File: src/include/sso_pkg.sv
// constants and types for the servo status output selector
package sso_pkg;

   // selection codes shared by both status outputs
   localparam logic [3:0] SEL_TORQUE_LIMIT = 4'h0;
   localparam logic [3:0] SEL_ZERO_SPEED   = 4'h1;
   localparam logic [3:0] SEL_ANY_WARNING  = 4'h2;
   localparam logic [3:0] SEL_REGEN_WARN   = 4'h3;
   localparam logic [3:0] SEL_OVERLOAD     = 4'h4;
   localparam logic [3:0] SEL_BATTERY      = 4'h5;
   localparam logic [3:0] SEL_FAN_STALL    = 4'h6;
   localparam logic [3:0] SEL_EXT_SCALE    = 4'h7;
   localparam logic [3:0] SEL_IN_SPEED     = 4'h8;

   // reset values of the two selection settings
   localparam logic [3:0] FIRST_SEL_RST  = SEL_TORQUE_LIMIT;
   localparam logic [3:0] SECOND_SEL_RST = SEL_ZERO_SPEED;

   // warning thresholds in percent of trip level
   localparam int WARN_PERCENT = 85;
   localparam int PERCENT_FULL = 100;

   // fan stall time and clock
   localparam int  CLK_FREQ_HZ   = 100_000_000;
   localparam int  FAN_STALL_MS  = 1000;
   localparam int  FAN_STALL_CYC = (CLK_FREQ_HZ / 1000) * FAN_STALL_MS + 1;

   // control modes
   typedef enum logic [1:0] {
      SSO_MODE_POSITION = 2'h0,
      SSO_MODE_VELOCITY = 2'h1,
      SSO_MODE_TORQUE   = 2'h3,
      SSO_MODE_FULL_CL  = 2'h2
   } sso_mode_t;

endpackage

File: src/hdl/sso_fan_timer.sv
// fan stall qualifier: stall must persist beyond a fixed time
`timescale 1ns/1ps
module sso_fan_timer #(
   parameter int STALL_CYC = 100_000_001
) (
   input  wire logic I_CLK_SYS,
   input  wire logic I_RST_N,
   input  wire logic i_stall,
   output logic      o_warn
);
   import sso_pkg::*;

   typedef struct packed {
      logic [31:0] cnt;
      logic        warn;
   } sso_fan_st_t;

   sso_fan_st_t st_r;
   sso_fan_st_t st_nxt;

   // count continuous stall, restart on any release
   always_comb begin
      st_nxt = st_r;
      if (!i_stall) begin
         st_nxt.cnt  = '0;
         st_nxt.warn = 1'b0;
      end else if (st_r.cnt >= 32'(STALL_CYC - 1)) begin
         st_nxt.warn = 1'b1;
      end else begin
         st_nxt.cnt = st_r.cnt + 32'h1;
      end
   end

   // state register
   always_ff @(posedge I_CLK_SYS) begin
      if (!I_RST_N) begin
         st_r <= '0;
      end else begin
         st_r <= st_nxt;
      end
   end

   assign o_warn = st_r.warn;
endmodule // sso_fan_timer

File: src/hdl/sso_out_mux.sv
// one status output: code decode, codes above the table forced low
`timescale 1ns/1ps
module sso_out_mux (
   input  wire logic [3:0] i_sel,
   input  wire logic [8:0] i_cond,
   output logic            o_out
);
   import sso_pkg::*;

   // codes above the table give a low output
   always_comb begin
      if (i_sel <= SEL_IN_SPEED) begin
         o_out = i_cond[i_sel];
      end else begin
         o_out = 1'b0;
      end
   end
endmodule // sso_out_mux

File: src/hdl/sso_status_select.sv
// top: servo status output selector for two digital outputs
`timescale 1ns/1ps
// ***************************************************************
// ***************************************************************
module sso_status_select #(
   parameter int SPD_W     = 16,
   parameter int LVL_W     = 16,
   parameter int STALL_CYC = sso_pkg::FAN_STALL_CYC
) (
   input  wire logic                I_CLK_SYS,
   input  wire logic                I_RST_N,
   input  wire logic                i_sel_load,
   input  wire logic [3:0]          i_first_status_select,
   input  wire logic [3:0]          i_second_status_select,
   input  wire sso_pkg::sso_mode_t  i_control_mode,
   input  wire logic                i_servo_on,
   input  wire logic                i_torque_clipped,
   input  wire logic [SPD_W-1:0]    i_motor_speed_abs,
   input  wire logic signed [SPD_W:0] i_speed_error,
   input  wire logic [SPD_W-1:0]    i_speed_window_setting,
   input  wire logic [LVL_W-1:0]    i_regen_level,
   input  wire logic [LVL_W-1:0]    i_regen_trip,
   input  wire logic [LVL_W-1:0]    i_load_level,
   input  wire logic [LVL_W-1:0]    i_load_trip,
   input  wire logic                i_battery_low,
   input  wire logic                i_fan_stalled,
   input  wire logic                i_scale_over_temp,
   input  wire logic                i_scale_weak_signal,
   output logic [3:0]               o_first_status_select,
   output logic [3:0]               o_second_status_select,
   output logic [8:0]               o_conditions,
   output logic                     o_torque_limit_status_out,
   output logic                     o_zero_speed_status_out
);
   import sso_pkg::*;

   localparam int PW = LVL_W + 8;

   // ***************************************************************
   // state
   // ***************************************************************
   typedef struct packed {
      logic [3:0] sel_first;
      logic [3:0] sel_second;
      logic [8:0] cond;
      logic       out_first;
      logic       out_second;
   } sso_st_t;

   sso_st_t    st_r;
   sso_st_t    st_nxt;
   logic       fan_warn;
   logic       regen_warn;
   logic       load_warn;
   logic       scale_warn;
   logic       zero_spd;
   logic       in_speed;
   logic       any_warn;
   logic       mux_first;
   logic       mux_second;
   logic [SPD_W:0] err_abs;

   // ***************************************************************
   // condition detection
   // ***************************************************************
   sso_fan_timer #(
      .STALL_CYC (STALL_CYC)
   ) u_fan (
      .I_CLK_SYS (I_CLK_SYS),
      .I_RST_N   (I_RST_N),
      .i_stall   (i_fan_stalled),
      .o_warn    (fan_warn)
   );

   // percent comparisons scaled to avoid division
   assign regen_warn = (PW'(i_regen_level) * PW'(PERCENT_FULL))
                     > (PW'(i_regen_trip) * PW'(WARN_PERCENT));
   assign load_warn  = (PW'(i_load_level) * PW'(PERCENT_FULL))
                     > (PW'(i_load_trip) * PW'(WARN_PERCENT));
   // scale alarm needs full-closed mode
   assign scale_warn = (i_scale_over_temp | i_scale_weak_signal)
                     & (i_control_mode == SSO_MODE_FULL_CL);
   assign any_warn   = regen_warn | load_warn | i_battery_low
                     | fan_warn | scale_warn;
   assign zero_spd   = i_motor_speed_abs < i_speed_window_setting;
   // magnitude of speed minus pre-ramp command
   assign err_abs    = i_speed_error[SPD_W] ? (SPD_W+1)'(-i_speed_error)
                                            : i_speed_error;
   assign in_speed   = (err_abs <= {1'b0, i_speed_window_setting})
                     & ((i_control_mode == SSO_MODE_VELOCITY)
                      | (i_control_mode == SSO_MODE_TORQUE));

   // ***************************************************************
   // output selection
   // ***************************************************************
   sso_out_mux u_mux_first (
      .i_sel  (st_r.sel_first),
      .i_cond (st_r.cond),
      .o_out  (mux_first)
   );

   sso_out_mux u_mux_second (
      .i_sel  (st_r.sel_second),
      .i_cond (st_r.cond),
      .o_out  (mux_second)
   );

   // next state: load selectors, register conditions and outputs
   always_comb begin
      st_nxt = st_r;
      if (i_sel_load) begin
         st_nxt.sel_first  = i_first_status_select;
         st_nxt.sel_second = i_second_status_select;
      end
      st_nxt.cond[SEL_TORQUE_LIMIT] = i_servo_on & i_torque_clipped;
      st_nxt.cond[SEL_ZERO_SPEED]   = zero_spd;
      st_nxt.cond[SEL_ANY_WARNING]  = any_warn;
      st_nxt.cond[SEL_REGEN_WARN]   = regen_warn;
      st_nxt.cond[SEL_OVERLOAD]     = load_warn;
      st_nxt.cond[SEL_BATTERY]      = i_battery_low;
      st_nxt.cond[SEL_FAN_STALL]    = fan_warn;
      st_nxt.cond[SEL_EXT_SCALE]    = scale_warn;
      st_nxt.cond[SEL_IN_SPEED]     = in_speed;
      st_nxt.out_first  = mux_first;
      st_nxt.out_second = mux_second;
   end

   // state register with documented selector defaults
   always_ff @(posedge I_CLK_SYS) begin
      if (!I_RST_N) begin
         st_r            <= '0;
         st_r.sel_first  <= FIRST_SEL_RST;
         st_r.sel_second <= SECOND_SEL_RST;
      end else begin
         st_r <= st_nxt;
      end
   end

   assign o_first_status_select     = st_r.sel_first;
   assign o_second_status_select    = st_r.sel_second;
   assign o_conditions              = st_r.cond;
   assign o_torque_limit_status_out = st_r.out_first;
   assign o_zero_speed_status_out   = st_r.out_second;
endmodule // sso_status_select

File: config.mk
export PLATFORM = sky130hd
export DESIGN_NAME = sso_status_select
export DESIGN_NICKNAME = d
export VERILOG_FILES = /design/src/include/sso_pkg.sv /design/src/hdl/sso_fan_timer.sv /design/src/hdl/sso_out_mux.sv /design/src/hdl/sso_status_select.sv
export SDC_FILE = /design/constraint.sdc
export NUM_CORES = 1
export LEC_CHECK = 0
export BUFFER_PORTS_ARGS = -buffer_cell sky130_fd_sc_hd__buf_2
export CAP_MARGIN = 20
export CORE_MARGIN = 2
export CORE_UTILIZATION = 62
export CTS_BUF_LIST = sky130_fd_sc_hd__clkbuf_8
export CTS_CLUSTER_DIAMETER = 120
export DETAILED_ROUTE_END_ITERATION = 12
export GPL_ROUTABILITY_DRIVEN = 0
export PLACE_DENSITY = 0.93
export SYNTH_ARGS = -nofsm -noshare
export SYNTH_HDL_FRONTEND = slang
export SYNTH_SLANG_ARGS = --single-unit
File: constraint.sdc
create_clock -name I_CLK_SYS -period 7.15 [get_ports I_CLK_SYS]
set_input_delay 1.0725 -clock I_CLK_SYS [delete_from_list [all_inputs] [get_ports I_CLK_SYS]]
set_output_delay 1.0725 -clock I_CLK_SYS [all_outputs]
set_load 0.02 [all_outputs]
# After elaboration in Yosys (flattened, before gate mapping)
# Cells that the tools add are included.
# word_totals
reg_bits,52
latchBits,0
ramBits,0
romBits,0
input_bits,132
out_inout_bits,19
word_cells,42
memories,0
# classes
n_addsub,2
n_mul,4
div_mod_pow,0
n_lt_le_gt_ge,9
eq_ne,3
n_shift,0
mux,5
bitwise_logic,9
n_reduce_logical,3
# ops
cell,count
$gt A23 B23 Y1,2
$mul A16 B7 Y23 const B,2
$mul A16 B5 Y21 const B,2
$add A32 B1 Y32 const B,1
$ge A32 B27 Y1 const B,1
$le A17 B16 Y1,1
$mux W17,1
$neg A17 Y17,1
$lt A16 B16 Y1,1
$lt A4 B5 Y1 const B,2
$bmux W1 S4,2
$le A4 B4 Y1 const B,2
$or A1 B1 Y1,6
$reduce_and A2 Y1,3
$eq A2 B2 Y1 const B,2
$and A1 B1 Y1,3
$eq A2 B1 Y1 const B,1
$mux W1,2

# Logic depth before layout (Yosys ltp)
# Gate-level depths: netlist (run 1).
# logic_depth
ltp_word,6
depth_mapped,22
mapped_depth_nobuf,22

# Hierarchy
# Synthesis (run 1) repeated with hierarchy kept, for this count alone.
# hier_totals
hier_cells,1360
area_unflattened_um2,11517.3
# by_module_without_submodules
module,instances,cells_per_inst,area_each_um2,seq_area_each_um2
sso_status_select,1,1147,9675.5,380.4
sso_fan_timer,1,193,1661.6,660.6
sso_out_mux,2,10,90.1,0.0

# Least setup slack after synthesis (run 1)
# OpenSTA, ideal clock, no wires.
# synth_timing
kind,input to register
start,input i_regen_trip[1]
end,"register st_r, in the netlist o_conditions[2]"
setup_time_ns,0.134
arrival_ns,6.035
required_time_ns,7.016
path_slack_ns,0.981
stages,21
path_cell_list,ha_1 fa_1 ha_1 inv_1 fa_1 inv_1 ha_1 nor3b_2 a221oi_2 a221oi_2 o31ai_2 o31a_4 nor4b_4 a211oi_2 ha_1 a21o_1 a21o_1 a221oi_1 o21ai_1 o211a_1 or4b_1
# synth_between
elab_chain_cells,6
# synth_lines
element,line_no,text
"start, declared",sso_status_select.sv:22,"input wire logic [LVL_W-1:0] i_regen_trip,"
$mul A16 B7 Y23,sso_status_select.sv:77,> (PW'(i_regen_trip) * PW'(WARN_PERCENT));
$gt A23 B23 Y1,sso_status_select.sv:77,
$or A1 B1 Y1 (2 in a row),sso_status_select.sv:83,assign any_warn = regen_warn | load_warn | i_battery_low
$or A1 B1 Y1 (2 in a row),sso_status_select.sv:84,| fan_warn | scale_warn;
"end signal, assigned",sso_status_select.sv:135,st_r <= st_nxt;
"end, declared",sso_status_select.sv:50,sso_st_t st_r;
# No other way between the ends.
# A chain may end at the register's enable or synchronous reset.

# Worst setup path after layout (run 1)
# Ends and elaborated chain as after synthesis.

==> results of run 1 <==
## worst register-to-register path: stages, from the launching register on
cell	delay, ns
dfxtp_1	0.37
nand4_2	0.13
nor2_1	0.10
a31oi_1	0.30
nand3b_2	0.42
nor4_1	0.53
xnor2_1	0.18
nor2_1	0.06
## power groups by stage
stage	Clock, mW	Combinational, mW	Sequential, mW
2_1_floorplan	0	1.88	0.332
3_3_place_gp	0	2.28	0.324
3_5_place_dp	0	2.41	0.325
4_1_cts	0.170	2.42	0.318
5_1_grt	0.182	2.77	0.320
6_report	0.168	2.43	0.319
## routing by layer
layer	GRT usage, %	vias to the layer above
met4	4.89	2
li1	-	5017
met1	31.1	4740
met5	0	-
met2	50.1	210
met3	2.32	44
## placed cells by master, fill, tap and decap left out, drive strengths merged, types with 12 or more instances in the layout
master / Yosys / layout
nand4: 18 / 18
nor2: 75 / 75
fa: 70 / 70
nand3: 31 / 31
dfxtp: 52 / 52
nand2: 50 / 50
buf: 2 / 150
nand2b: 21 / 21
nor2b: 22 / 22
o21ai: 45 / 45
xnor2: 66 / 66
xor2: 18 / 18
and3: 19 / 19
a21oi: 74 / 74
o31ai: 12 / 12
a21o: 41 / 41
nor3: 34 / 34
inv: 268 / 269
a211oi: 13 / 13
ha: 294 / 294
## cells by family after synthesis
| kind of cell | Yosys count |
|---|---|
| flip-flops | 52 |
| AND/OR/NAND/NOR | 316 |
| multiplexers | 13 |
| buffers and inverters | 282 |
| AO/OA/AOI/OAI | 261 |
| adder cells (fa/ha/maj) | 364 |
| XOR/XNOR | 84 |
## how the worst max path moves through the flow
stage	to	startpoint	depth (start not counted)	slack, ns
6_report	o_conditions[2]	i_regen_trip[1]	22	0.88
5_1_grt	o_conditions[2]	i_regen_trip[1]	22	0.50
4_1_cts	o_conditions[2]	i_load_trip[9]	22	0.89
3_5_place_dp	o_conditions[2]	i_regen_trip[1]	22	0.56
3_3_place_gp	o_conditions[2]	i_regen_trip[1]	22	0.70
2_1_floorplan	o_conditions[2]	i_regen_trip[1]	21	0.98
## state kept, by name, summed over array words and instances (netlist names)
signal,count
o_conditions,9
o_first_status_select,4
o_second_status_select,4
o_torque_limit_status_out,1
o_zero_speed_status_out,1
u_fan.o_warn,1
u_fan.st_r,32
## layout make-up
type / instances / area [um2]
Sequential cell: 52 / 1040
Inverter: 268 / 1010
Antenna cell: 1 / 2.50
Fill cell: 1387 / 5470
Multi-Input combinational cell: 1038 / 9440
Timing Repair Buffer: 150 / 751
Clock buffer: 5 / 68.8
Clock inverter: 3 / 20.0
Tap cell: 229 / 287
## through the flow
step	util, %	hold WS [ns]	cell area [um2]	instances
after floorplan	-	0.448	11500	1372
after global placement	69.2	0.466	12500	1737
after detailed placement	69.2	0.469	12500	1737
after CTS	69.7	0.487	12600	1745
after global routing	69.7	0.494	12600	1746
final	69.7	0.488	12600	1746
==> out/metrics.yaml, run 1 <==
timing:
  worst_slew_pin_slew_ns: 0.927
  clock-skew-final_ns: 0.00890
  finalHoldViolCount: 0
  layout_min_cycle_time_ns: 6.27
  setup_slack_ns: 0.878
  finalSetupViolations: 0
  finalCritPeriodShare_pct: 87.7
  rsz0062_at_grt: "no"
  max_freq_ghz: 0.159
  drv_slew: 0
  slew_headroom_pct: 38.0
  setup_tns_ns: 0
logic_synthesis:
  yosys-top-cells-count: "ha_1, inv_1, nor2_1, a21oi_1, fa_1"
  synthXorXnorAreaFrac_pct: 6.37
  yosysTopAreaCell: "ha_1"
  muxShareOfSynthArea_pct: 1.34
  synthMostInstantiatedCell: "ha_1"
  synth_cells: 1372
  yosysWarnings: 0
  synth-seq-cells: 52
  syn_avg_cell_area_um2: 8.41
  synthAdderAreaFrac_pct: 44.0
  yosys.area_share.simple_pct: 14.4
  synth.area.top_cells: "ha_1, fa_1, dfxtp_1"
  synth_edf_count: 0
  synth-compound-area-share_pct: 15.6
  yosysSeqAreaShare_pct: 9.02
  synth_nets: 1868
  synthDominantCellAreaShare_pct: 31.9
  synth_ff_type: "dfxtp_1"
  synth_cell_types: 76
  synth_area_um2: 11500
  synth_top_family_by_area: "adder cells"
  synth_async_sr_flop_share_pct: 0
clock_tree:
  cts_sinks: 52
  cts.path.max_buffers: 2
  clockRootBuffer: "clkbuf_8"
  holdBufCountCts: 0
  post_cts_buffers: 0
  cts_tree: "done"
  cts_buffers: 5
  htreeDepth: 2
  clk_latency_ns: 0.31
  clkTransAtPathRegs_ns: 0.09
  cts_resized: 0
grt:
  grt_pass1_vias: 10300
  grt-ovfl-total: 0
  grt_usage_pct: 25.8
  grt_max_degree: 29
  grt_pass1_wl_um: 43800
  antenna_found_initial: 2
power_and_ir_drop:
  power.total_mw: 2.91
  p_switching_mw: 1.44
  clkPwrFrac_pct: 5.8
  powerDensity_nw_per_um2: 231
  p_leak_nw: 6.81
  seq_power_share_pct: 10.9
  vdd_drop_max_mv: 0.154
  swShare_pct: 49.4
  pwr-share-comb_pct: 83.3
  intPower_mw: 1.47
route:
  dr_total_vias: 10000
  highest_layer: "met5"
  drtIter0Drc: 445
  drtPass1Iterations: 7
  routedWlPerCell_um: 14.4
  vias_per_cell: 5.73
  wirelength_um: 25100
  ant_nets: 0
  route.met3.wl_um: 795
  drc: 0
  wl_met1_um: 10600
  wl_met2_um: 13200
final_layout:
  drive_above_1_share_pct: 12.3
  area_growth_pct: 9.30
  nNetsFinal: 2011
setup_path:
  crit_fanout: 5
  rr_startpoint: "u_fan.st_r[22]"
  critical_path_class: "in2reg"
  cp.arrival_ns: 6.46
  cp_data_required_time_ns: 7.34
  r2r-end: "u_fan.st_r[25]"
  worst_setup_path_start_kind: "input pin"
  ff2ff_path_depth: 7
  cp_common_cell: "ha_1"
  crit_path_top_delay_cell: "fa_1"
  path_delay_family: "adder cells"
  timing.critical_path.buf_inv: 3
  ff2ff_setup_slack_ns: 4.93
  worstPathCellList: "buf_2, ha_1, fa_1, ha_1, inv_1, fa_1, inv_1, ha_1, nor3b_2, a221oi_2, a221oi_2, o31ai_2, o31a_4, nor4b_4, a211oi_2, ha_1, a21o_1, a21o_1, a221oi_1, o21ai_1, o211a_1, or4b_1"
  end_kind: "flop"
  crit_path_max_incr_delay_ns: 0.50
die:
  fp.dieW_um: 140
  coreArea_um2: 18100
  io_pins: 151
  die_height_um: 140
  dieArea_um2: 19700
  start_util_pct: 63.8
  rows: 49
placement:
  hpwl_um: 22100
  port-buffer-count: 150
  dp_slack_ns: 0.560
status:
  status: "completed"
job:
  cap_viol_max_count: 0
min_path:
  whs_path_depth: 1
  whs_endpoint: "u_fan.st_r[28]"
  min_from: "u_fan.st_r[28]"
  hp-class: "reg2reg"
Power figures use the tool's default switching activity.
==> run 2, diff against run 1 <==
--- a/config.mk
+++ b/config.mk
@@ -8,12 +8,11 @@
 export BUFFER_PORTS_ARGS = -buffer_cell sky130_fd_sc_hd__buf_2
 export CAP_MARGIN = 20
 export CORE_MARGIN = 2
-export CORE_UTILIZATION = 62
-export CTS_BUF_LIST = sky130_fd_sc_hd__clkbuf_8
+export CORE_UTILIZATION = 61
 export CTS_CLUSTER_DIAMETER = 120
 export DETAILED_ROUTE_END_ITERATION = 12
 export GPL_ROUTABILITY_DRIVEN = 0
-export PLACE_DENSITY = 0.93
+export PLACE_DENSITY = 0.92
 export SYNTH_ARGS = -nofsm -noshare
 export SYNTH_HDL_FRONTEND = slang
 export SYNTH_SLANG_ARGS = --single-unit
==> run 2 against run 1 <==
Net effect:
- register-to-register slack worse by 0.03 ns
- final cell count is 0.40% higher
- combinational power hardly changed
- hold slack worse by 0.0025 ns
- wire length is 0.98% higher
- sequential share of layout area hardly changed
- via count is 0.74% higher
- first-iteration DRC count is 26% higher
- sequential power hardly changed
- worst setup slack worse by 0.10 ns
- clock power is 41% higher
- non-clock buffer count stayed put
- critical endpoint unchanged
- largest cell class unchanged
- largest power group unchanged
==> out/metrics.yaml, run 2 (synthesis results as in run 1) <==
status:
  status: "completed"
timing:
  whs_ns: 0.486
  setup_tns_ns: 0
  worst_slew_pin_slew_ns: 0.939
  rsz0062_at_grt: "no"
  layout_min_cycle_time_ns: 6.37
  slew_headroom_pct: 37.2
  finalHoldViolCount: 0
  finalSetupViolations: 0
  finalCritPeriodShare_pct: 89.1
  drv_slew: 0
  clock-skew-final_ns: 0.00555
  max_freq_ghz: 0.157
grt:
  grt_pass1_wl_um: 43400
  antenna_found_initial: 3
  grt_usage_pct: 25.3
  grt_pass1_vias: 10200
  grt-ovfl-total: 0
  grt_max_degree: 29
route:
  routedWlPerCell_um: 14.4
  drc: 0
  vias_per_cell: 5.75
  drtIter0Drc: 559
  wirelength_um: 25300
  dr_total_vias: 10100
  ant_nets: 0
  drtPass1Iterations: 5
setup_path:
  ff2ff_setup_slack_ns: 4.90
  crit_fanout: 5
  ff2ff_path_depth: 7
  crit_path_max_incr_delay_ns: 0.50
  timing.critical_path.buf_inv: 3
  end_kind: "flop"
  cp.arrival_ns: 6.54
  cp_common_cell: "ha_1"
  r2r-end: "u_fan.st_r[25]"
  crit_path_top_delay_cell: "fa_1"
  cp.depth: 22
  worstPathCellList: "buf_2, ha_1, fa_1, ha_1, inv_1, fa_1, inv_1, ha_1, nor3b_2, a221oi_2, a221oi_2, o31ai_2, o31a_4, nor4b_4, a211oi_2, ha_1, a21o_1, a21o_1, a221oi_1, o21ai_1, o211a_1, or4b_1"
  path_delay_family: "adder cells"
  worst_setup_path_start_kind: "input pin"
  rr_startpoint: "u_fan.st_r[21]"
  critical_path_class: "in2reg"
  cp_data_required_time_ns: 7.31
clock_tree:
  htreeDepth: 2
  cts_resized: 0
  holdBufCountCts: 0
  cts.path.max_buffers: 2
  cts_tree: "done"
  cts_buffers: 5
  clk_latency_ns: 0.29
  cts_sinks: 52
  clkTransAtPathRegs_ns: 0.07
  post_cts_buffers: 0
  clockRootBuffer: "clkbuf_16"
power_and_ir_drop:
  p_leak_nw: 6.83
  vdd_drop_max_mv: 0.153
  powerDensity_nw_per_um2: 235
die:
  start_util_pct: 61.9
  dieArea_um2: 20000
  rows: 50
  die_height_um: 142
  io_pins: 151
  fp.dieW_um: 142
  coreArea_um2: 18600
min_path:
  whs_endpoint: "u_fan.st_r[31]"
  whs_path_depth: 1
  min_from: "u_fan.st_r[31]"
  hp-class: "reg2reg"
placement:
  port-buffer-count: 150
  hpwl_um: 22100
final_layout:
  final_common_cell: "ha_1"
  drive_above_1_share_pct: 12.3
  area_growth_pct: 9.90
  largest_reg_flops: 32
  largest-register: "u_fan.st_r"
  final_cell_mix: "ha_1, inv_1, buf_2"
  nNetsFinal: 2011
  fillers: 1441
job:
  cap_viol_max_count: 0
run 2: worst max path at each step:
stage	startpoint	endpoint	slack, ns
floorplan	i_regen_trip[1]	o_conditions[2]	0.98
global placement	i_regen_trip[1]	o_conditions[2]	0.67
detailed placement	i_regen_trip[1]	o_conditions[2]	0.49
CTS	i_regen_trip[1]	o_conditions[2]	0.80
global route	i_load_trip[9]	o_conditions[2]	0.40
finish	i_regen_trip[1]	o_conditions[2]	0.78
run 2: stage by stage:
| stage | utilization [%] | power [mW] | cells | instance area, um2 | setup slack, ns |
|---|---|---|---|---|---|
| 2_1_floorplan | - | 2.22 | 1372 | 11500 | 0.981 |
| 3_3_place_gp | 67.2 | 2.60 | 1742 | 12500 | 0.670 |
| 3_5_place_dp | 67.2 | 2.72 | 1742 | 12500 | 0.493 |
| 4_1_cts | 68.0 | 2.97 | 1750 | 12700 | 0.799 |
| 5_1_grt | 68.0 | 3.34 | 1750 | 12700 | 0.396 |
| 6_report | 68.0 | 2.98 | 1753 | 12700 | 0.777 |
run 2: area by class of cell:
type | count | area, um2 | share of cell area [%]
Inverter | 268 | 1010 | 7.93
Tap cell | 234 | 293 | 2.31
Clock buffer | 5 | 125 | 0.986
Sequential cell | 52 | 1040 | 8.21
Antenna cell | 3 | 7.51 | 0.0592
Timing Repair Buffer | 150 | 751 | 5.92
Clock inverter | 3 | 21.3 | 0.168
Multi-Input combinational cell | 1038 | 9440 | 74.4
run 2: layer usage:
layer | share of wire, % | global-route usage [%] | vias to the layer above | wire, um
li1 | - | - | 5020 | -
met5 | 0 | 0 | - | 0
met1 | 42 | 30.1 | 4795 | 10600
met3 | 4.1 | 2.26 | 40 | 1040
met2 | 53 | 49.4 | 232 | 13300
met4 | 1.6 | 4.68 | 0 | 395
run 2: where the power goes:
part	total (mW)	switching (mW)	internal (mW)	leakage, nW
clock network	0.237	0.106	0.130	0.0702
registers	0.317	0.0145	0.303	0.423
logic	2.43	1.32	1.10	6.34
total	2.98	1.44	1.54	6.83
